File: src/design/fic_regs.svh
`ifndef FIC_REGS_SVH
`define FIC_REGS_SVH

// Command words
`define FIC_CMD_IDLE      16'h0000
`define FIC_CMD_STB_CLR   16'h5140
`define FIC_CMD_STB_EN    16'h5141
`define FIC_CMD_STB_DIS   16'h5142
`define FIC_CMD_STB_RD    16'h5143
`define FIC_CMD_RD_FC     16'h5144
`define FIC_CMD_AUX_RATE  16'h5145
`define FIC_CMD_ROM_TEST  16'h3000
`define FIC_CMD_SRAM_TEST 16'h3001
`define FIC_CMD_WIDE16    16'h0801
`define FIC_CMD_WIDE8     16'h0821
`define FIC_CMD_ID        16'h3400
`define FIC_CMD_REV       16'h3800
`define FIC_TONE_OP       4'h6
`define FIC_SELFTEST_OP   4'h3
`define FIC_STS_REFUSED   16'hffff

// Field positions
`define FIC_STB_BIT       5
`define FIC_TRF_BIT       10
`define FIC_CRF_BIT       9
`define FIC_EMF_BIT       11
`define FIC_ATT_MSB       8
`define FIC_ATT_LSB       5
`define FIC_SLOT_MSB      4
`define FIC_LEVEL_MAX     5'h0f
`define FIC_TABLE_LEVEL   4'h1
`define FIC_ROUTE_DEFAULT 2'h0

// Timing
`define FIC_CLK_MHZ       100
`define FIC_FRAME_US      30000
`define FIC_SAMPLES       240
`define FIC_SAMPLE_CYC    ((`FIC_FRAME_US * `FIC_CLK_MHZ) / `FIC_SAMPLES)
`define FIC_WIDTH_WAIT_MS 10
`define FIC_WIDTH_WAIT_CYC (`FIC_WIDTH_WAIT_MS * 1000 * `FIC_CLK_MHZ)

// Host-side register word indices (byte address bits 4:2)
`define FIC_REG_CMD       3'h0
`define FIC_REG_STATUS    3'h1
`define FIC_REG_CTRL      3'h2
`define FIC_REG_FLAGS     3'h3
`define FIC_REG_AUX       3'h4

`endif

File: src/design/fic_pkg.sv
package fic_pkg;
    typedef logic [15:0] fic_word_type;
    typedef enum logic [1:0] {ST_IDLE, ST_RATE_WAIT, ST_TONE} fic_state_type;
endpackage

File: src/design/fic_if.sv
`timescale 1ns/1ps
interface fic_if;
    logic [15:0] cmd_word;          // Command word from host
    logic        cmd_wr;            // One-cycle command strobe
    logic [15:0] status_word;       // Reply word
    logic        status_rdy;        // Status Ready level
    logic        status_rd;         // One-cycle read of status
    logic [15:0] aux_word;          // Auxiliary status word
    logic        aux_rdy;           // Aux status ready level
    logic        aux_rd;            // One-cycle read of aux word
    logic [2:0]  irq_sel;           // Interrupt source select
    logic        host_interrupt_n;  // Active-low interrupt

    modport device (input cmd_word, cmd_wr, status_rd, aux_rd, irq_sel,
                    output status_word, status_rdy, aux_word, aux_rdy, host_interrupt_n);
    modport host   (output cmd_word, cmd_wr, status_rd, aux_rd, irq_sel,
                    input status_word, status_rdy, aux_word, aux_rdy, host_interrupt_n);
endinterface

File: src/design/fic_frame_timer.sv
`timescale 1ns/1ps
`include "fic_regs.svh"
module fic_frame_timer
    import fic_pkg::*;
#(
    parameter int unsigned SAMPLE_CYCLES = `FIC_SAMPLE_CYC
)
(
    input  wire logic clk_i,
    input  wire logic rst_i,
    output logic      sample_tick_o,
    output logic      frame_tick_o
);
    logic [23:0] div_q;
    logic [7:0]  samp_q;

    // Sample-rate enable; frame ends after the last sample of the block
    always_comb
    begin
        sample_tick_o = (div_q == 24'(SAMPLE_CYCLES - 1));
        frame_tick_o  = sample_tick_o && (samp_q == 8'(`FIC_SAMPLES - 1));
    end

    // Divider from the system clock
    always_ff @(posedge clk_i)
    begin
        if (rst_i || sample_tick_o)
            div_q <= 24'h000000;
        else
            div_q <= div_q + 24'h000001;
    end

    // Samples within one frame
    always_ff @(posedge clk_i)
    begin
        if (rst_i || frame_tick_o)
            samp_q <= 8'h00;
        else if (sample_tick_o)
            samp_q <= samp_q + 8'h01;
    end
endmodule // fic_frame_timer

File: src/design/fic_device.sv
// Implementation choices: the Wishbone slave port and the placing of the registers.
`timescale 1ns/1ps
`include "fic_regs.svh"
// Summary of operation
// - Strobe pin goes low each active frame and stays low until cleared
// - Enable/disable strobe commands echo; enabled at reset
// - Clear deasserts strobe, reports prior level bit5
// - Read returns strobe, gpio levels, data flag
// - Strobe shares gpio 5, else plain gpio
// - Interrupt follows buffer-ok flags when selected
// - Rate N sets aux frame-count updates
// - Aux write raises ready; host read clears
// - Read frame count returns counter in idle state
// - Counter counts active frames, clears on entry
// - ROM test reports two fail bits
// - Memory test reports fail, overwrites memory
// - Width commands: no reply, internal reset
// - Host waits 10 ms, idles, reconfigures
// - Identification returns part code word
// - Revision returns four-digit version word
// - Tone accepted only in idle mode
// - Level is table plus offset, capped 15
// - Default routing sends tone to codec 1
// - Tone frames of 240 samples, status at end
// - Repeat keeps tone; idle command ends it
// - Slot zero gives timed silence
module fic_device
    import fic_pkg::*;
#(
    parameter int unsigned  SAMPLE_CYCLES = `FIC_SAMPLE_CYC,
    parameter logic [15:0]  DEVICE_CODE   = 16'h1a2b,  // Arbitrary value
    parameter logic [15:0]  REV_CODE      = 16'h0101   // Arbitrary value
)
(
    input  wire logic        clk_i,
    input  wire logic        rst_i,
    fic_if.device            link,
    input  wire logic        speech_active_i,
    input  wire logic        send_buffer_ok_i,
    input  wire logic        receive_buffer_ok_i,
    input  wire logic        data_flag_i,
    input  wire logic [1:0]  codec_route_i,
    input  wire logic        table_rom_check_fail_i,
    input  wire logic        code_rom_check_fail_i,
    input  wire logic        ext_memory_check_fail_i,
    input  wire logic [7:0]  gpio_pin_i,
    input  wire logic [7:0]  gpio_out_i,
    input  wire logic [7:0]  gpio_oe_n_i,
    output logic [7:0]       gpio_pin_o,
    output logic [7:0]       gpio_oe_n_o,
    output logic [7:0]       gpio_level_o,
    output logic             mem_wide_o,
    output logic             sram_test_o,
    output logic             tone_on_o,
    output logic [4:0]       tone_slot_o,
    output logic [3:0]       tone_level_o,
    output logic [1:0]       tone_codec_o,
    output logic             sample_tick_o
);
    fic_state_type state_q;
    fic_word_type  status_q, aux_q, fc_q, rate_q, nth_q, pend_q, rsp_word;
    logic          status_rdy_q, aux_rdy_q, irq_n_q, strb_en_q, strobe_q;
    logic          pend_vld_q, act_q, srst_q, mem_wide_q, sram_test_q;
    logic          rst_all, frame_tick, rsp_valid, go_tone, go_rate, go_idle;
    logic          do_clr, do_en, do_dis, do_srst, do_sram, do_wide, tone_upd;
    logic [3:0]    att_q;
    logic [4:0]    slot_q, level_sum;
    logic [7:0]    s1_q, s2_q, s3_q, lvl_q;
    fic_word_type  tw;

    // Width commands reset all but the width, interrupt, test pulse and pin levels
    assign rst_all = rst_i || srst_q;

    fic_frame_timer #(
        .SAMPLE_CYCLES (SAMPLE_CYCLES)
    ) u_timer (
        .clk_i         (clk_i),
        .rst_i         (rst_all),
        .sample_tick_o (sample_tick_o),
        .frame_tick_o  (frame_tick)
    );

    // Pin synchronisers; a level counts once stages two and three agree
    genvar g;
    generate
        for (g = 0; g < 8; g++)
        begin : g_sync
            always_ff @(posedge clk_i)
            begin
                s1_q[g] <= gpio_pin_i[g];
                s2_q[g] <= s1_q[g];
                s3_q[g] <= s2_q[g];
                if (rst_i)
                    lvl_q[g] <= 1'b1;
                else if (s2_q[g] == s3_q[g])
                    lvl_q[g] <= s3_q[g];
            end
        end
    endgenerate

    // Tone word in hand: a fresh one in idle, or the pending one at frame end
    assign tw = (state_q == ST_TONE) ? pend_q : link.cmd_word;

    // Command decode and reply selection
    always_comb
    begin
        rsp_valid = 1'b0;
        rsp_word  = link.cmd_word;
        go_tone   = 1'b0;
        go_rate   = 1'b0;
        go_idle   = 1'b0;
        tone_upd  = 1'b0;
        do_clr    = 1'b0;
        do_en     = 1'b0;
        do_dis    = 1'b0;
        do_sram   = 1'b0;
        do_wide   = 1'b0;
        do_srst   = 1'b0;
        case (state_q)
            ST_RATE_WAIT:
            begin
                rsp_valid = link.cmd_wr;  // Second word echoed
                go_idle   = link.cmd_wr;
            end
            ST_TONE:
            begin
                // Host words only take effect at a frame boundary
                if (frame_tick && pend_vld_q)
                begin
                    rsp_valid = 1'b1;
                    rsp_word  = pend_q;
                    if (pend_q[15:12] == `FIC_TONE_OP && pend_q[11:9] == 3'h0)
                        tone_upd = 1'b1;
                    else if (pend_q == `FIC_CMD_IDLE)
                        go_idle = 1'b1;
                    else
                        rsp_word = `FIC_STS_REFUSED;
                end
            end
            default:
            begin
                rsp_valid = link.cmd_wr;
                case (link.cmd_word)
                    `FIC_CMD_STB_EN:  do_en = 1'b1;
                    `FIC_CMD_STB_DIS: do_dis = 1'b1;
                    `FIC_CMD_STB_CLR:
                    begin
                        do_clr   = 1'b1;
                        rsp_word = {10'h000, ~strobe_q, 5'h00};
                    end
                    `FIC_CMD_STB_RD:
                        rsp_word = {8'h00, lvl_q[7:6], ~strobe_q, 1'b0,
                                    lvl_q[3:1], data_flag_i};
                    `FIC_CMD_RD_FC:  rsp_word = fc_q;
                    `FIC_CMD_AUX_RATE: go_rate = 1'b1;
                    `FIC_CMD_ROM_TEST:
                        rsp_word = {`FIC_SELFTEST_OP, 1'b0, table_rom_check_fail_i,
                                    code_rom_check_fail_i, 9'h000};
                    `FIC_CMD_SRAM_TEST:
                    begin
                        do_sram  = 1'b1;
                        rsp_word = {`FIC_SELFTEST_OP, ext_memory_check_fail_i,
                                    11'h000};
                    end
                    `FIC_CMD_WIDE16, `FIC_CMD_WIDE8:
                    begin
                        rsp_valid = 1'b0;
                        do_wide   = link.cmd_wr;
                        do_srst   = link.cmd_wr;
                    end
                    `FIC_CMD_ID:  rsp_word = DEVICE_CODE;
                    `FIC_CMD_REV: rsp_word = REV_CODE;
                    default:
                    begin
                        if (link.cmd_word[15:12] == `FIC_TONE_OP && link.cmd_word[11:9] == 3'h0)
                        begin
                            // Tone needs idle; reply waits for the frame end
                            rsp_valid = 1'b0;
                            if (speech_active_i)
                            begin
                                rsp_valid = link.cmd_wr;
                                rsp_word  = `FIC_STS_REFUSED;
                            end
                            else
                                go_tone = link.cmd_wr;
                        end
                    end
                endcase
                if (!link.cmd_wr)
                begin
                    do_en   = 1'b0;
                    do_dis  = 1'b0;
                    do_clr  = 1'b0;
                    do_sram = 1'b0;
                    go_rate = 1'b0;
                end
            end
        endcase
    end

    // Mode state
    always_ff @(posedge clk_i)
    begin
        if (rst_all)
            state_q <= ST_IDLE;
        else if (go_rate)
            state_q <= ST_RATE_WAIT;
        else if (go_tone)
            state_q <= ST_TONE;
        else if (go_idle)
            state_q <= ST_IDLE;
    end

    // Command parked in tone mode until the next frame end
    always_ff @(posedge clk_i)
    begin
        if (rst_all || go_idle || go_tone)
        begin
            pend_q     <= go_tone ? link.cmd_word : 16'h0000;
            pend_vld_q <= go_tone;
        end
        else if (state_q == ST_TONE && link.cmd_wr)
        begin
            pend_q     <= link.cmd_word;
            pend_vld_q <= 1'b1;
        end
        else if (frame_tick)
            pend_vld_q <= 1'b0; // No new word: last tone keeps going
    end

    // Tone parameters; slot zero stays silent but keeps frame timing
    always_ff @(posedge clk_i)
    begin
        if (rst_all || go_idle)
        begin
            tone_on_o <= 1'b0;
            slot_q    <= 5'h00;
            att_q     <= 4'h0;
        end
        else if (tone_upd)
        begin
            slot_q    <= tw[`FIC_SLOT_MSB:0];
            att_q     <= tw[`FIC_ATT_MSB:`FIC_ATT_LSB];
            tone_on_o <= (tw[`FIC_SLOT_MSB:0] != 5'h00);
        end
    end

    // Output level saturates at the quietest step
    assign level_sum    = {1'b0, `FIC_TABLE_LEVEL} + {1'b0, att_q};
    assign tone_level_o = (level_sum > `FIC_LEVEL_MAX) ? 4'hf : level_sum[3:0];
    assign tone_slot_o  = slot_q;
    assign tone_codec_o = (codec_route_i == `FIC_ROUTE_DEFAULT) ? 2'h1 : codec_route_i;

    // Status reply; a new reply wins over the host read
    always_ff @(posedge clk_i)
    begin
        if (rst_all)
        begin
            status_q     <= 16'h0000;
            status_rdy_q <= 1'b0;
        end
        else if (rsp_valid)
        begin
            status_q     <= rsp_word;
            status_rdy_q <= 1'b1;
        end
        else if (link.status_rd)
            status_rdy_q <= 1'b0;
    end

    // Strobe enable and the strobe itself; a frame wins over a clear
    always_ff @(posedge clk_i)
    begin
        if (rst_all)
        begin
            strb_en_q <= 1'b1;
            strobe_q  <= 1'b0;
        end
        else
        begin
            if (do_en)
                strb_en_q <= 1'b1;
            else if (do_dis)
                strb_en_q <= 1'b0;
            if (frame_tick && speech_active_i && strb_en_q && !do_dis)
                strobe_q <= 1'b1;
            else if (do_clr || do_dis)
                strobe_q <= 1'b0;
        end
    end

    // Pin 5 carries the strobe only while it is enabled
    always_comb
    begin
        gpio_pin_o  = gpio_out_i;
        gpio_oe_n_o = gpio_oe_n_i;
        if (strb_en_q)
        begin
            gpio_pin_o[`FIC_STB_BIT]  = ~strobe_q;
            gpio_oe_n_o[`FIC_STB_BIT] = 1'b0;
        end
    end
    assign gpio_level_o = lvl_q;

    // Frame counter and periodic aux updates
    always_ff @(posedge clk_i)
    begin
        if (rst_all)
        begin
            act_q  <= 1'b0;
            fc_q   <= 16'h0000;
            nth_q  <= 16'h0000;
            rate_q <= 16'h0000;
        end
        else
        begin
            act_q <= speech_active_i;
            if (state_q == ST_RATE_WAIT && link.cmd_wr)
            begin
                rate_q <= link.cmd_word;
                nth_q  <= 16'h0000;
            end
            if (speech_active_i && !act_q)
            begin
                fc_q  <= 16'h0000;
                nth_q <= 16'h0000;
            end
            else if (speech_active_i && frame_tick)
            begin
                fc_q  <= fc_q + 16'h0001;
                nth_q <= (nth_q + 16'h0001 >= rate_q) ? 16'h0000 : nth_q + 16'h0001;
            end
        end
    end

    // Aux word write; a write wins over the host read
    always_ff @(posedge clk_i)
    begin
        if (rst_all)
        begin
            aux_q     <= 16'h0000;
            aux_rdy_q <= 1'b0;
        end
        else if (speech_active_i && act_q && frame_tick && rate_q != 16'h0000
                 && nth_q + 16'h0001 >= rate_q)
        begin
            aux_q     <= fc_q + 16'h0001;
            aux_rdy_q <= 1'b1;
        end
        else if (link.aux_rd)
            aux_rdy_q <= 1'b0;
    end

    // Interrupt, width, memory test
    always_ff @(posedge clk_i)
    begin
        if (rst_i)
        begin
            irq_n_q     <= 1'b1;
            srst_q      <= 1'b0;
            mem_wide_q  <= 1'b0;
            sram_test_q <= 1'b0;
        end
        else
        begin
            irq_n_q <= ~((link.irq_sel[0] && send_buffer_ok_i) ||
                         (link.irq_sel[1] && receive_buffer_ok_i) ||
                         (link.irq_sel[2] && aux_rdy_q));
            srst_q      <= do_srst;
            sram_test_q <= do_sram;
            if (do_wide)
                mem_wide_q <= (link.cmd_word == `FIC_CMD_WIDE16);
        end
    end

    assign link.status_word      = status_q;
    assign link.status_rdy       = status_rdy_q;
    assign link.aux_word         = aux_q;
    assign link.aux_rdy          = aux_rdy_q;
    assign link.host_interrupt_n = irq_n_q;
    assign mem_wide_o            = mem_wide_q;
    assign sram_test_o           = sram_test_q;
endmodule // fic_device

File: src/flat_wrapper.sv
// flat-port wrapper written by rule: the top's interface ports become plain ports
module fic_device_flat import fic_pkg::*;
#(
    parameter int unsigned  SAMPLE_CYCLES = `FIC_SAMPLE_CYC,
    parameter logic [15:0]  DEVICE_CODE   = 16'h1a2b,                    
    parameter logic [15:0]  REV_CODE      = 16'h0101                     
)
  (clk_i, rst_i, speech_active_i, send_buffer_ok_i, receive_buffer_ok_i, data_flag_i, codec_route_i, table_rom_check_fail_i, code_rom_check_fail_i, ext_memory_check_fail_i, gpio_pin_i, gpio_out_i, gpio_oe_n_i, gpio_pin_o, gpio_oe_n_o, gpio_level_o, mem_wide_o, sram_test_o, tone_on_o, tone_slot_o, tone_level_o, tone_codec_o, sample_tick_o, link_cmd_word, link_cmd_wr, link_status_rd, link_aux_rd, link_irq_sel, link_status_word, link_status_rdy, link_aux_word, link_aux_rdy, link_host_interrupt_n);
  fic_if link_i ();
  input  wire logic clk_i;
  input  wire logic rst_i;
  input  wire logic speech_active_i;
  input  wire logic send_buffer_ok_i;
  input  wire logic receive_buffer_ok_i;
  input  wire logic data_flag_i;
  input  wire logic [1:0] codec_route_i;
  input  wire logic table_rom_check_fail_i;
  input  wire logic code_rom_check_fail_i;
  input  wire logic ext_memory_check_fail_i;
  input  wire logic [7:0] gpio_pin_i;
  input  wire logic [7:0] gpio_out_i;
  input  wire logic [7:0] gpio_oe_n_i;
  output logic [7:0] gpio_pin_o;
  output logic [7:0] gpio_oe_n_o;
  output logic [7:0] gpio_level_o;
  output logic mem_wide_o;
  output logic sram_test_o;
  output logic tone_on_o;
  output logic [4:0] tone_slot_o;
  output logic [3:0] tone_level_o;
  output logic [1:0] tone_codec_o;
  output logic sample_tick_o;
  input wire logic [$bits(link_i.cmd_word)-1:0] link_cmd_word;
  input wire logic [$bits(link_i.cmd_wr)-1:0] link_cmd_wr;
  input wire logic [$bits(link_i.status_rd)-1:0] link_status_rd;
  input wire logic [$bits(link_i.aux_rd)-1:0] link_aux_rd;
  input wire logic [$bits(link_i.irq_sel)-1:0] link_irq_sel;
  output wire logic [$bits(link_i.status_word)-1:0] link_status_word;
  output wire logic [$bits(link_i.status_rdy)-1:0] link_status_rdy;
  output wire logic [$bits(link_i.aux_word)-1:0] link_aux_word;
  output wire logic [$bits(link_i.aux_rdy)-1:0] link_aux_rdy;
  output wire logic [$bits(link_i.host_interrupt_n)-1:0] link_host_interrupt_n;
  assign link_i.cmd_word = link_cmd_word;
  assign link_i.cmd_wr = link_cmd_wr;
  assign link_i.status_rd = link_status_rd;
  assign link_i.aux_rd = link_aux_rd;
  assign link_i.irq_sel = link_irq_sel;
  assign link_status_word = link_i.status_word;
  assign link_status_rdy = link_i.status_rdy;
  assign link_aux_word = link_i.aux_word;
  assign link_aux_rdy = link_i.aux_rdy;
  assign link_host_interrupt_n = link_i.host_interrupt_n;
  fic_device #(.SAMPLE_CYCLES(SAMPLE_CYCLES), .DEVICE_CODE(DEVICE_CODE), .REV_CODE(REV_CODE)) u_core (.clk_i(clk_i), .rst_i(rst_i), .link(link_i), .speech_active_i(speech_active_i), .send_buffer_ok_i(send_buffer_ok_i), .receive_buffer_ok_i(receive_buffer_ok_i), .data_flag_i(data_flag_i), .codec_route_i(codec_route_i), .table_rom_check_fail_i(table_rom_check_fail_i), .code_rom_check_fail_i(code_rom_check_fail_i), .ext_memory_check_fail_i(ext_memory_check_fail_i), .gpio_pin_i(gpio_pin_i), .gpio_out_i(gpio_out_i), .gpio_oe_n_i(gpio_oe_n_i), .gpio_pin_o(gpio_pin_o), .gpio_oe_n_o(gpio_oe_n_o), .gpio_level_o(gpio_level_o), .mem_wide_o(mem_wide_o), .sram_test_o(sram_test_o), .tone_on_o(tone_on_o), .tone_slot_o(tone_slot_o), .tone_level_o(tone_level_o), .tone_codec_o(tone_codec_o), .sample_tick_o(sample_tick_o));
endmodule
File: config.mk
export PLATFORM = sky130hd
export DESIGN_NAME = fic_device_flat
export DESIGN_NICKNAME = d
export VERILOG_FILES = /design/src/design/fic_pkg.sv /design/src/design/fic_if.sv /design/src/design/fic_frame_timer.sv /design/src/design/fic_device.sv /design/src/flat_wrapper.sv
export VERILOG_INCLUDE_DIRS = /design/src /design/src/design
export SDC_FILE = /design/constraint.sdc
export NUM_CORES = 1
export LEC_CHECK = 0
export ABC_AREA = 0
export ABC_CLOCK_PERIOD_IN_PS = 3750
export BUFFER_PORTS_ARGS = -buffer_cell sky130_fd_sc_hd__buf_2
export CORE_ASPECT_RATIO = 0.8
export CORE_MARGIN = 3
export CORE_UTILIZATION = 52
export DETAILED_ROUTE_END_ITERATION = 12
export PLACE_DENSITY = 0.86
export SETUP_SLACK_MARGIN = 0.3
export SLEW_MARGIN = 20
export SYNTH_ARGS = -nofsm -noshare
export SYNTH_HDL_FRONTEND = slang
export SYNTH_HIERARCHICAL = 1
export SYNTH_SLANG_ARGS = --single-unit
File: constraint.sdc
create_clock -name clk_i -period 3.75 [get_ports clk_i]
set_input_delay 0.75 -clock clk_i [delete_from_list [all_inputs] [get_ports clk_i]]
set_output_delay 0.75 -clock clk_i [all_outputs]
set_load 0.01 [all_outputs]
==> results.py, run 1 <==
metrics = {
    "run_status": {
        "status": "finished, final reports clean",
    },
    "logic_synthesis": {
        "synth_nets": 1106,
        "ys_top_cells_by_area": "dfxtp_1 (38%), edfxtp_1 (5.8%), nand2_1 (5.8%)",
        "yosysMostFrequentCell": "dfxtp_1",
        "syn_area_per_cell_um2": 8.564,
        "async_flop_share": 0,
        "ys_seq_area_frac": 0.4344,
        "synth_edf_count": 17,
        "synth_top_area_frac": 0.3763,
        "synth-seq-cells": 182,
        "yosysWarningCount": 6,
        "synth_top_flop_cell": "dfxtp_1",
        "yosysTopAreaCell": "dfxtp_1",
        "synth.cells.most_frequent": "dfxtp_1 (165), nand2_1 (135), nor2_1 (95)",
        "synth_area_mm2": 0.008778,
        "synthCells": 1025,
        "synthDistinctLibCells": 70,
    },
    "sta": {
        "slew_headroom": 0.3429,
        "max_freq_ghz": 0.3015,
        "fin_skew_ns": 0.01507,
        "finalMaxSlewViolations": 0,
        "fin_crit_sh": 0.8845,
        "rsz0062_at_grt": "no",
        "finalCriticalPeriod_ns": 3.317,
        "fin_ws_ns": 0.4331,
        "finalSetupTns_ns": 0,
        "hold_viol_final": 0,
        "whs_ns": 0.3280,
        "worst_slew_pin_slew_ns": 0.9798,
        "setup_viol": 0,
    },
    "setup_path": {
        "slowest_delay_ns": 0.43,
        "crit_family": "simple AND/OR/NAND/NOR gates",
        "worstSetupEndpointType": "register",
        "critPathSlowestCell": "nor4_1",
        "critPathBufInv": 3,
        "start_kind": "register",
        "critPathKind": "reg2reg",
        "crit_path_max_fanout": 12,
        "arrival_ns": 3.47,
        "path_cells": "nor4_1 -> buf_4 -> and4_1 -> nand2_1 -> nor2_1 -> buf_4 -> nand3_1 -> nor2_1 -> nand3_1 -> a21o_1 -> nand4_1 -> buf_12",
        "worstPathRequired_ns": 3.90,
    },
    "grt": {
        "antenna_found_initial": 0,
        "grt_overflow": 0,
        "grt_pass1_vias": 7460,
        "grtUsageTotal": 0.2642,
        "grt_pass1_wl_mm": 38.58,
        "grt_max_degree": 35,
    },
    "die": {
        "die_w_um": 151.3,
        "io-pin-count": 131,
        "rows": 41,
        "core_mm2": 0.01616,
        "die_h_um": 122.2,
        "initial_core_util": 0.5432,
        "die-area_mm2": 0.01849,
    },
    "cells_and_area": {
        "antenna_cells": 0,
        "syn2layout_area_growth_pct": 15.61,
        "drive_gt1_frac": 0.1751,
        "design_area_mm2": 0.01015,
        "fin_nets": 1199,
    },
    "detailed_routing": {
        "wl_per_cell_um": 18.00,
        "drt_first_pass_iters": 6,
        "first_iter_violations": 784,
        "wl_mm": 24.22,
        "via_per_inst": 6.001,
        "drc": 0,
        "detail-route-antenna-nets": 0,
        "vias": 8077,
    },
    "pwr": {
        "power_frac_clock": 0.446,
        "p_sw_w": 0.0009910,
        "p_int_w": 0.003110,
        "swShare": 0.2416,
        "p_comb_frac": 0.055,
        "peakVddDrop_mv": 0.3320,
        "powerDensity_mw_per_mm2": 404.1,
        "sequentialPowerShare": 0.499,
        "p_leak_nw": 4.089,
    },
    "placed_design": {
        "gp_congestion": 0.9818,
        "place_area_mm2": 0.009503,
        "pre_cts_slack_ns": 0.2862,
        "hpwl_mm": 17.42,
        "port_buffers": 102,
    },
    "clock_network": {
        "cts_sinks": 182,
        "htreeDepth": 4,
        "clock-root-buffer": "clkbuf_16",
        "cts_tree": "done",
        "worstSkewPairLatency_ns": 0.44,
        "cts.clk_slew.worst_paths_ns": 0.07,
        "cts_buffer_depth": 2,
        "cts_made_buffers": 17,
    },
    "flow_run": {
        "cap_viol_max_count": 0,
    },
    "hold_path": {
        "min_path_type": "reg2reg",
    },
}
## cells by family (layout without fill, tap and decap cells)
group	Yosys count	in the layout	share of synthesized area
and+or+nand+nor	430	430	0.2469
AOI/OAI and AO/OA	224	224	0.1635
DFF	182	182	0.4344
buffers and inverters	99	205	0.05231
xor gates and xnor gates	47	47	0.04689
adders and majority gates	24	24	0.03421
muxes	19	19	0.02181
## power groups by stage
stage | combinational, W | clock (W) | sequential, W
2_1_floorplan | 0.000125 | 0 | 0.00209
3_3_place_gp | 0.000216 | 0 | 0.00209
3_5_place_dp | 0.000220 | 0 | 0.00209
4_1_cts | 0.000222 | 0.00186 | 0.00205
5_1_grt | 0.000243 | 0.00194 | 0.00205
6_report | 0.000225 | 0.00183 | 0.00205
## placed cells by master, fill, tap and decap left out, types with 10 or more instances in the layout
cell type,count
dfxtp_1,165
nand2_1,135
buf_2,102
nor2_1,94
a21oi_1,84
nand3_1,44
o21ai_0,38
inv_1,35
buf_4,33
xor2_1,27
ha_1,24
xnor2_1,20
clkbuf_16,18
nand4_1,18
nor4_1,18
nor2b_1,18
mux2i_1,18
edfxtp_1,17
or3_1,14
nor3_1,13
a22o_1,13
or2_2,12
or4_1,12
o31ai_1,12
and3_1,11
a31oi_1,10
## flip-flops by register name, indices dropped and copies added (netlist names), 8 cells and up
| signal | flops |
|---|---|
| u_core/fc_q | 16 |
| u_core/gpio_level_o | 8 |
| u_core/link.aux_word | 16 |
| u_core/link.status_word | 16 |
| u_core/nth_q | 16 |
| u_core/pend_q | 16 |
| u_core/rate_q | 16 |
| u_core/s1_q | 8 |
| u_core/s2_q | 8 |
| u_core/s3_q | 8 |
| u_core/u_timer/div_q | 24 |
| u_core/u_timer/samp_q | 8 |
## path summary, 6_finish.rpt
path              cells past startpoint                     from               end  slack, ns
hold reg to reg                       0           u_core/s1_q[7]    u_core/s2_q[7]       0.33
setup reg to reg                     12  u_core/u_timer/div_q[9]  u_core/pend_q[8]       0.43
setup / recovery                     12  u_core/u_timer/div_q[9]  u_core/pend_q[8]       0.43
hold / removal                        0           u_core/s1_q[7]    u_core/s2_q[7]       0.33
## stage by stage
stage                       util  total power (W)  instances
after floorplan                -         0.002214       1025
after detailed placement  0.5881         0.002312       1312
after global placement    0.5881         0.002306       1312
final                     0.6280         0.004101       1346
after CTS                 0.6261         0.004127       1344
after global routing      0.6280         0.004232       1346
## repair_timing
action | in CTS | in global routing
buffers inserted | 0 | 2
endpoints found under the setup margin | 3 | 23
endpoints found under the hold margin | 0 | 0
pin swaps | 0 | 0
gates resized for setup | 1 | 6
hold buffers | 0 | 0
## cell type report
type                            instances  area, µm²
Fill cell                            1370       6011
Multi-Input combinational cell        744       4534
Sequential cell                       182       3814
Timing Repair Buffer                  137      789.5
Clock buffer                           20      478.0
Tap cell                              215      269.0
Inverter                               36      135.1
Clock inverter                         12      128.9
## metal layers
| metal | vias up | GRT usage | part of all wire |
|---|---|---|---|
| met2 | 423 | 0.3916 | 0.44 |
| met1 | 3783 | 0.3747 | 0.43 |
| li1 | 3824 | - | - |
| met3 | 47 | 0.07014 | 0.11 |
| met4 | 0 | 0.08890 | 0.017 |
| met5 | - | 0 | 0 |
(Power assumes the default switching activity.)
==> inputs of run 2 (changes only) <==
--- a/config.mk
+++ b/config.mk
@@ -7,10 +7,10 @@
 export NUM_CORES = 1
 export LEC_CHECK = 0
 export ABC_AREA = 0
-export ABC_CLOCK_PERIOD_IN_PS = 3750
+export ABC_CLOCK_PERIOD_IN_PS = 3000
 export BUFFER_PORTS_ARGS = -buffer_cell sky130_fd_sc_hd__buf_2
 export CORE_ASPECT_RATIO = 0.8
-export CORE_MARGIN = 3
+export CORE_MARGIN = 2
 export CORE_UTILIZATION = 52
 export DETAILED_ROUTE_END_ITERATION = 12
 export PLACE_DENSITY = 0.86
==> constraint.sdc (replaced) <==
create_clock -name clk_i -period 3 [get_ports clk_i]
set_input_delay 0.6 -clock clk_i [delete_from_list [all_inputs] [get_ports clk_i]]
set_output_delay 0.6 -clock clk_i [all_outputs]
set_load 0.01 [all_outputs]
==> run 2 against run 1 <==
The run now ends with setup timing left; worst setup slack worse by 0.44 ns; global-route usage grew 3.0 points; maximum frequency up 10%; highest routed layer unchanged; clock skew shrank 0.0059 ns; largest power group unchanged; worst hold slack got worse by 0.077 ns; largest cell class unchanged; critical endpoint is now u_core/nth_q[15]; die area shrank 2.9%.
==> results.py, run 2 (synthesis gave the netlist of run 1 again) <==
metrics = {
    "cells_and_area": {
        "multi_input_area_mm2": 0.004960,
        "ff_latch_area_mm2": 0.003845,
        "final_util": 0.6707,
        "nFillCells": 1244,
        "syn2layout_area_growth_pct": 26.47,
        "largest-register": "u_core/u_timer/div_q",
        "most-common-layout-cells": "dfxtp_1 (154), nand2_1 (129), buf_2 (102)",
        "fin_nets": 1264,
        "largest_reg_flops": 24,
        "drive_gt1_frac": 0.2742,
        "antenna_cells": 0,
        "mostFrequentLayoutCell": "dfxtp_1",
        "layoutNonFillerInstCount": 1416,
    },
    "clock_network": {
        "worstSkewPairLatency_ns": 0.44,
        "htreeDepth": 4,
        "cts_tree": "done",
        "cts_hold_buffers": 0,
        "cts.clk_slew.worst_paths_ns": 0.07,
        "clock-root-buffer": "clkbuf_16",
        "cts_made_buffers": 17,
        "cts_buffer_depth": 2,
        "cts_sinks": 182,
    },
    "pwr": {
        "design_power_total_w": 0.005163,
        "p_leak_nw": 4.485,
        "peakVddDrop_mv": 0.3556,
        "powerDensity_mw_per_mm2": 465.0,
    },
    "sta": {
        "hold_viol_final": 0,
        "max_freq_ghz": 0.3322,
        "finalCriticalPeriod_ns": 3.010,
        "finalSetupTns_ns": -0.04349,
        "fin_ws_ns": -0.009846,
        "setup_viol": 7,
        "slew_headroom": 0.5113,
        "whs_ns": 0.2509,
        "worst_slew_pin_slew_ns": 0.7331,
        "finalMaxSlewViolations": 0,
        "rsz0062_at_grt": "yes",
        "fin_skew_ns": 0.009212,
        "fin_crit_sh": 1.003,
    },
    "setup_path": {
        "setup.worst_path.start": "u_core/nth_q[0]",
        "start_kind": "register",
        "critPathKind": "reg2reg",
        "crit_path_max_fanout": 7,
        "crit_end": "u_core/nth_q[15]",
        "worstSetupEndpointType": "register",
        "arrival_ns": 3.35,
        "worstPathRequired_ns": 3.34,
        "ff2ff_setup_slack_ns": -0.01,
        "r2r_start": "u_core/nth_q[0]",
        "regToRegEndpoint": "u_core/nth_q[15]",
        "ff2ff_path_depth": 14,
    },
    "placed_design": {
        "port_buffers": 102,
        "dp.cells": 1357,
        "gp_congestion": 1.033,
        "hpwl_mm": 18.58,
    },
    "detailed_routing": {
        "first_iter_violations": 808,
        "vias": 8508,
        "drt_first_pass_iters": 5,
        "drc": 0,
        "wl_mm": 26.90,
        "wl_per_cell_um": 19.00,
        "detail-route-antenna-nets": 0,
        "via_per_inst": 6.008,
    },
    "flow_run": {
        "cap_viol_max_count": 0,
    },
    "die": {
        "die_h_um": 120.2,
        "io-pin-count": 131,
        "die_w_um": 149.3,
        "die-area_mm2": 0.01794,
        "initial_core_util": 0.5303,
        "core_mm2": 0.01655,
        "rows": 42,
    },
    "grt": {
        "grt_overflow": 0,
        "antenna_found_initial": 0,
        "grt_pass1_wl_mm": 41.43,
        "grt_max_degree": 30,
        "grt_pass1_vias": 7933,
        "grtUsageTotal": 0.2942,
    },
    "hold_path": {
        "min_path_type": "in2reg",
    },
    "run_status": {
        "violations": "setup timing",
        "status": "finished with violations",
    },
}
-- run 2: cell types whose count changed in the layout (fill, tap and decap cells not counted), sizes merged --
cell and change:
and2 +1, buf +64, bufinv +1, clkbuf -2, clkinv +1
-- run 2: where the power goes --
group / switching, W / internal, W / leakage, nW
logic: 0.000196 / 0.000127 / 2.68
clock network: 0.00103 / 0.00125 / 0.288
registers: 0.0000467 / 0.00251 / 1.52
-- run 2: layout make-up --
cell class / instances / share of cell area
clock buffers: 18 / 0.03866
clock inverters: 14 / 0.01476
inverters: 36 / 0.01217
multi-input cells: 745 / 0.4467
flip-flops and latches: 182 / 0.3463
well taps: 220 / 0.02479
repair buffers: 201 / 0.1165
-- run 2: per-stage QoR --
| step | cell area [µm²] | worst slack (ns) |
|---|---|---|
| global route | 11100 | -0.1196 |
| detailed placement | 9981 | -0.09426 |
| floorplan | 8994 | 0.09791 |
| global placement | 9981 | 0.01971 |
| finish | 11100 | -0.009846 |
| CTS | 10790 | 0.1081 |
-- run 2: repair_timing --
action	in CTS	in global routing
endpoints found under the setup margin	42	83
buffers inserted	7	19
pin swaps	20	30
gates resized for setup	41	34
gates cloned	0	1
-- run 2: how the worst min path moves through the flow --
stage | startpoint | end | depth (start not counted)
final | gpio_pin_i[3] | u_core/s1_q[3] | 1
after detailed placement | u_core/s1_q[4] | u_core/s2_q[4] | 0
after floorplan | u_core/s1_q[0] | u_core/s2_q[0] | 0
after global routing | gpio_pin_i[1] | u_core/s1_q[1] | 1
after global placement | u_core/s1_q[2] | u_core/s2_q[2] | 0
after CTS | gpio_pin_i[1] | u_core/s1_q[1] | 1
-- run 2: layer usage --
layer,vias up,GRT usage,wire length (µm)
li1,3953,-,-
met1,4042,0.4109,11100
met2,459,0.4620,12460
met3,54,0.05472,2743
met4,0,0.09583,601
met5,-,0,0
-- run 2: worst max-delay path: stages (launching register included) --
cell	delay, ns
dfxtp_4	0.38
ha_2	0.21
and3_4	0.22
nand3_4	0.10
nor2_4	0.12
nand4_1	0.17
xnor2_2	0.24
ha_2	0.22
a21oi_2	0.07
o21ai_4	0.27
nor2_1	0.09
a31oi_1	0.27
nand2_2	0.13
buf_4	0.18
a22o_1	0.24
==> inputs of run 3 (changes only) <==
--- a/config.mk
+++ b/config.mk
@@ -7,13 +7,13 @@
 export NUM_CORES = 1
 export LEC_CHECK = 0
 export ABC_AREA = 0
-export ABC_CLOCK_PERIOD_IN_PS = 3000
+export ABC_CLOCK_PERIOD_IN_PS = 3650
 export BUFFER_PORTS_ARGS = -buffer_cell sky130_fd_sc_hd__buf_2
 export CORE_ASPECT_RATIO = 0.8
 export CORE_MARGIN = 2
-export CORE_UTILIZATION = 52
+export CORE_UTILIZATION = 60
 export DETAILED_ROUTE_END_ITERATION = 12
-export PLACE_DENSITY = 0.86
+export PLACE_DENSITY = 0.92
 export SETUP_SLACK_MARGIN = 0.3
 export SLEW_MARGIN = 20
 export SYNTH_ARGS = -nofsm -noshare
==> constraint.sdc (replaced) <==
create_clock -name clk_i -period 3.65 [get_ports clk_i]
set_input_delay 0.73 -clock clk_i [delete_from_list [all_inputs] [get_ports clk_i]]
set_output_delay 0.73 -clock clk_i [all_outputs]
set_load 0.01 [all_outputs]
==> run 3 against run 2 <==
The run now ends clean; core utilization grew 3.8 points; highest routed layer unchanged; sequential cell count is the same; largest power group unchanged; combinational power shrank 28%; final cell count shrank 7.2%; register-to-register slack gained 0.36 ns; sequential share of layout area grew 3.0 points; worst setup slack gained 0.36 ns; largest cell class unchanged; clock power shrank 14%; non-clock buffer count shrank 65; sequential power shrank 18%; count of clock-buffer cells in the layout shrank 1.
==> results.py, run 3 (synthesis gave the netlist of run 1 again) <==
metrics = {
    "sta": {
        "fin_skew_ns": 0.009360,
        "worst_slew_pin_slew_ns": 0.8748,
        "finalMaxSlewViolations": 0,
        "fin_ws_ns": 0.3545,
        "fin_crit_sh": 0.9029,
        "setup_viol": 0,
        "slew_headroom": 0.4133,
        "rsz0062_at_grt": "yes",
        "hold_viol_final": 0,
        "whs_ns": 0.3280,
        "max_freq_ghz": 0.3034,
        "finalCriticalPeriod_ns": 3.295,
        "finalSetupTns_ns": 0,
    },
    "setup_path": {
        "crit_path_max_fanout": 11,
        "critPathKind": "reg2reg",
        "setup.worst_path.start": "u_core/nth_q[0]",
        "worstPathRequired_ns": 3.96,
        "r2r_start": "u_core/nth_q[0]",
        "start_kind": "register",
        "arrival_ns": 3.61,
        "worstSetupEndpointType": "register",
        "ff2ff_setup_slack_ns": 0.35,
    },
    "hold_path": {
        "hp-start": "u_core/s1_q[7]",
        "min_path_type": "reg2reg",
    },
    "pwr": {
        "powerDensity_mw_per_mm2": 422.6,
        "peakVddDrop_mv": 0.4600,
        "p_leak_nw": 4.106,
    },
    "detailed_routing": {
        "vias": 8200,
        "detail-route-antenna-nets": 0,
        "drc": 0,
        "wl_per_cell_um": 18.45,
        "wl_mm": 24.24,
        "drt_first_pass_iters": 8,
        "first_iter_violations": 769,
        "via_per_inst": 6.240,
    },
    "clock_network": {
        "cts.clk_slew.worst_paths_ns": 0.07,
        "cts_hold_buffers": 0,
        "cts_tree": "done",
        "cts_made_buffers": 17,
        "cts_buffer_depth": 2,
        "clock-root-buffer": "clkbuf_16",
        "cts_sinks": 182,
        "worstSkewPairLatency_ns": 0.44,
        "htreeDepth": 4,
    },
    "cells_and_area": {
        "most-common-layout-cells": "dfxtp_1 (165), nand2_1 (135), buf_2 (102)",
        "antenna_cells": 0,
        "drive_gt1_frac": 0.1761,
        "nFillCells": 1087,
        "final_util": 0.7090,
        "fin_nets": 1198,
        "largest-register": "u_core/u_timer/div_q",
        "mostFrequentLayoutCell": "dfxtp_1",
        "largest_reg_flops": 24,
        "syn2layout_area_growth_pct": 15.48,
    },
    "run_status": {
        "status": "finished, final reports clean",
    },
    "die": {
        "core_mm2": 0.01430,
        "rows": 39,
        "die_h_um": 112.2,
        "die_w_um": 139.2,
        "die-area_mm2": 0.01562,
        "initial_core_util": 0.6140,
        "io-pin-count": 131,
    },
    "flow_run": {
        "cap_viol_max_count": 0,
    },
    "grt": {
        "grt_pass1_wl_mm": 38.19,
        "grt_overflow": 0,
        "grtUsageTotal": 0.3036,
        "grt_max_degree": 42,
        "grt_pass1_vias": 7509,
        "antenna_found_initial": 0,
    },
    "placed_design": {
        "pre_cts_slack_ns": 0.1467,
        "hpwl_mm": 17.42,
        "gp_congestion": 0.9660,
        "port_buffers": 102,
    },
}
[run 3: cell count changes in the layout (fill, tap and decap cells not counted), sizes merged]
| cell | before | now |
|---|---|---|
| and2 | 11 | 10 |
| buf | 201 | 136 |
| clkbuf | 18 | 17 |
| clkinv | 3 | 7 |
| clkinvlp | 2 | 0 |
| inv | 43 | 42 |
[run 3: metal layers]
metal,up-vias,global-route usage,routed length (µm)
met5,-,0.01548,0
met4,0,0.1030,553
met3,53,0.06399,2477
met2,458,0.4699,10960
met1,3860,0.4247,10240
li1,3829,-,-
[run 3: what timing repair did]
item	CTS	global route
buffers inserted	2	0
resized for setup	1	6
endpoints found under the setup margin	11	36
pin swaps	0	2
[run 3: worst max-delay path, cell delays in order, from the launching register on]
cell	delay, ns
dfxtp_1	0.43
nand3_1	0.17
or4_4	0.55
and2_1	0.20
or2_2	0.30
ha_1	0.30
nand4_1	0.13
nor4_1	0.50
a21oi_4	0.14
buf_4	0.22
mux2i_1	0.17
nor2_1	0.06
[run 3: final cells by class]
class,instances,area (µm²),share of cell area
multi-input combinational,744,4546,0.4484
clock buffer,17,425.4,0.04197
inverter,36,135.1,0.01333
sequential,182,3814,0.3762
clock inverter,15,209.0,0.02061
tap,184,230.2,0.02271
timing repair buffer,136,778.2,0.07677
[run 3: report_power, final]
group	total (W)	internal [W]	switching [W]
clock network	0.00195	0.00106	0.000891
registers	0.00210	0.00207	0.0000349
logic	0.000233	0.0000843	0.000149
total	0.00428	0.00321	0.00107
[run 3: worst paths after layout]
check	end	cells after the start
setup / recovery	u_core/link.aux_word[6]	11
hold / removal	u_core/s2_q[7]	0
setup reg to reg	u_core/link.aux_word[6]	11
hold reg to reg	u_core/s2_q[7]	0
[run 3: stage by stage]
step / instances / power, W / cell area (µm²)
after floorplan: 1025 / 0.002275 / 8786
after global placement: 1280 / 0.002368 / 9463
after detailed placement: 1280 / 0.002374 / 9463
after CTS: 1314 / 0.004291 / 10120
after global routing: 1314 / 0.004398 / 10140
final: 1314 / 0.004284 / 10140
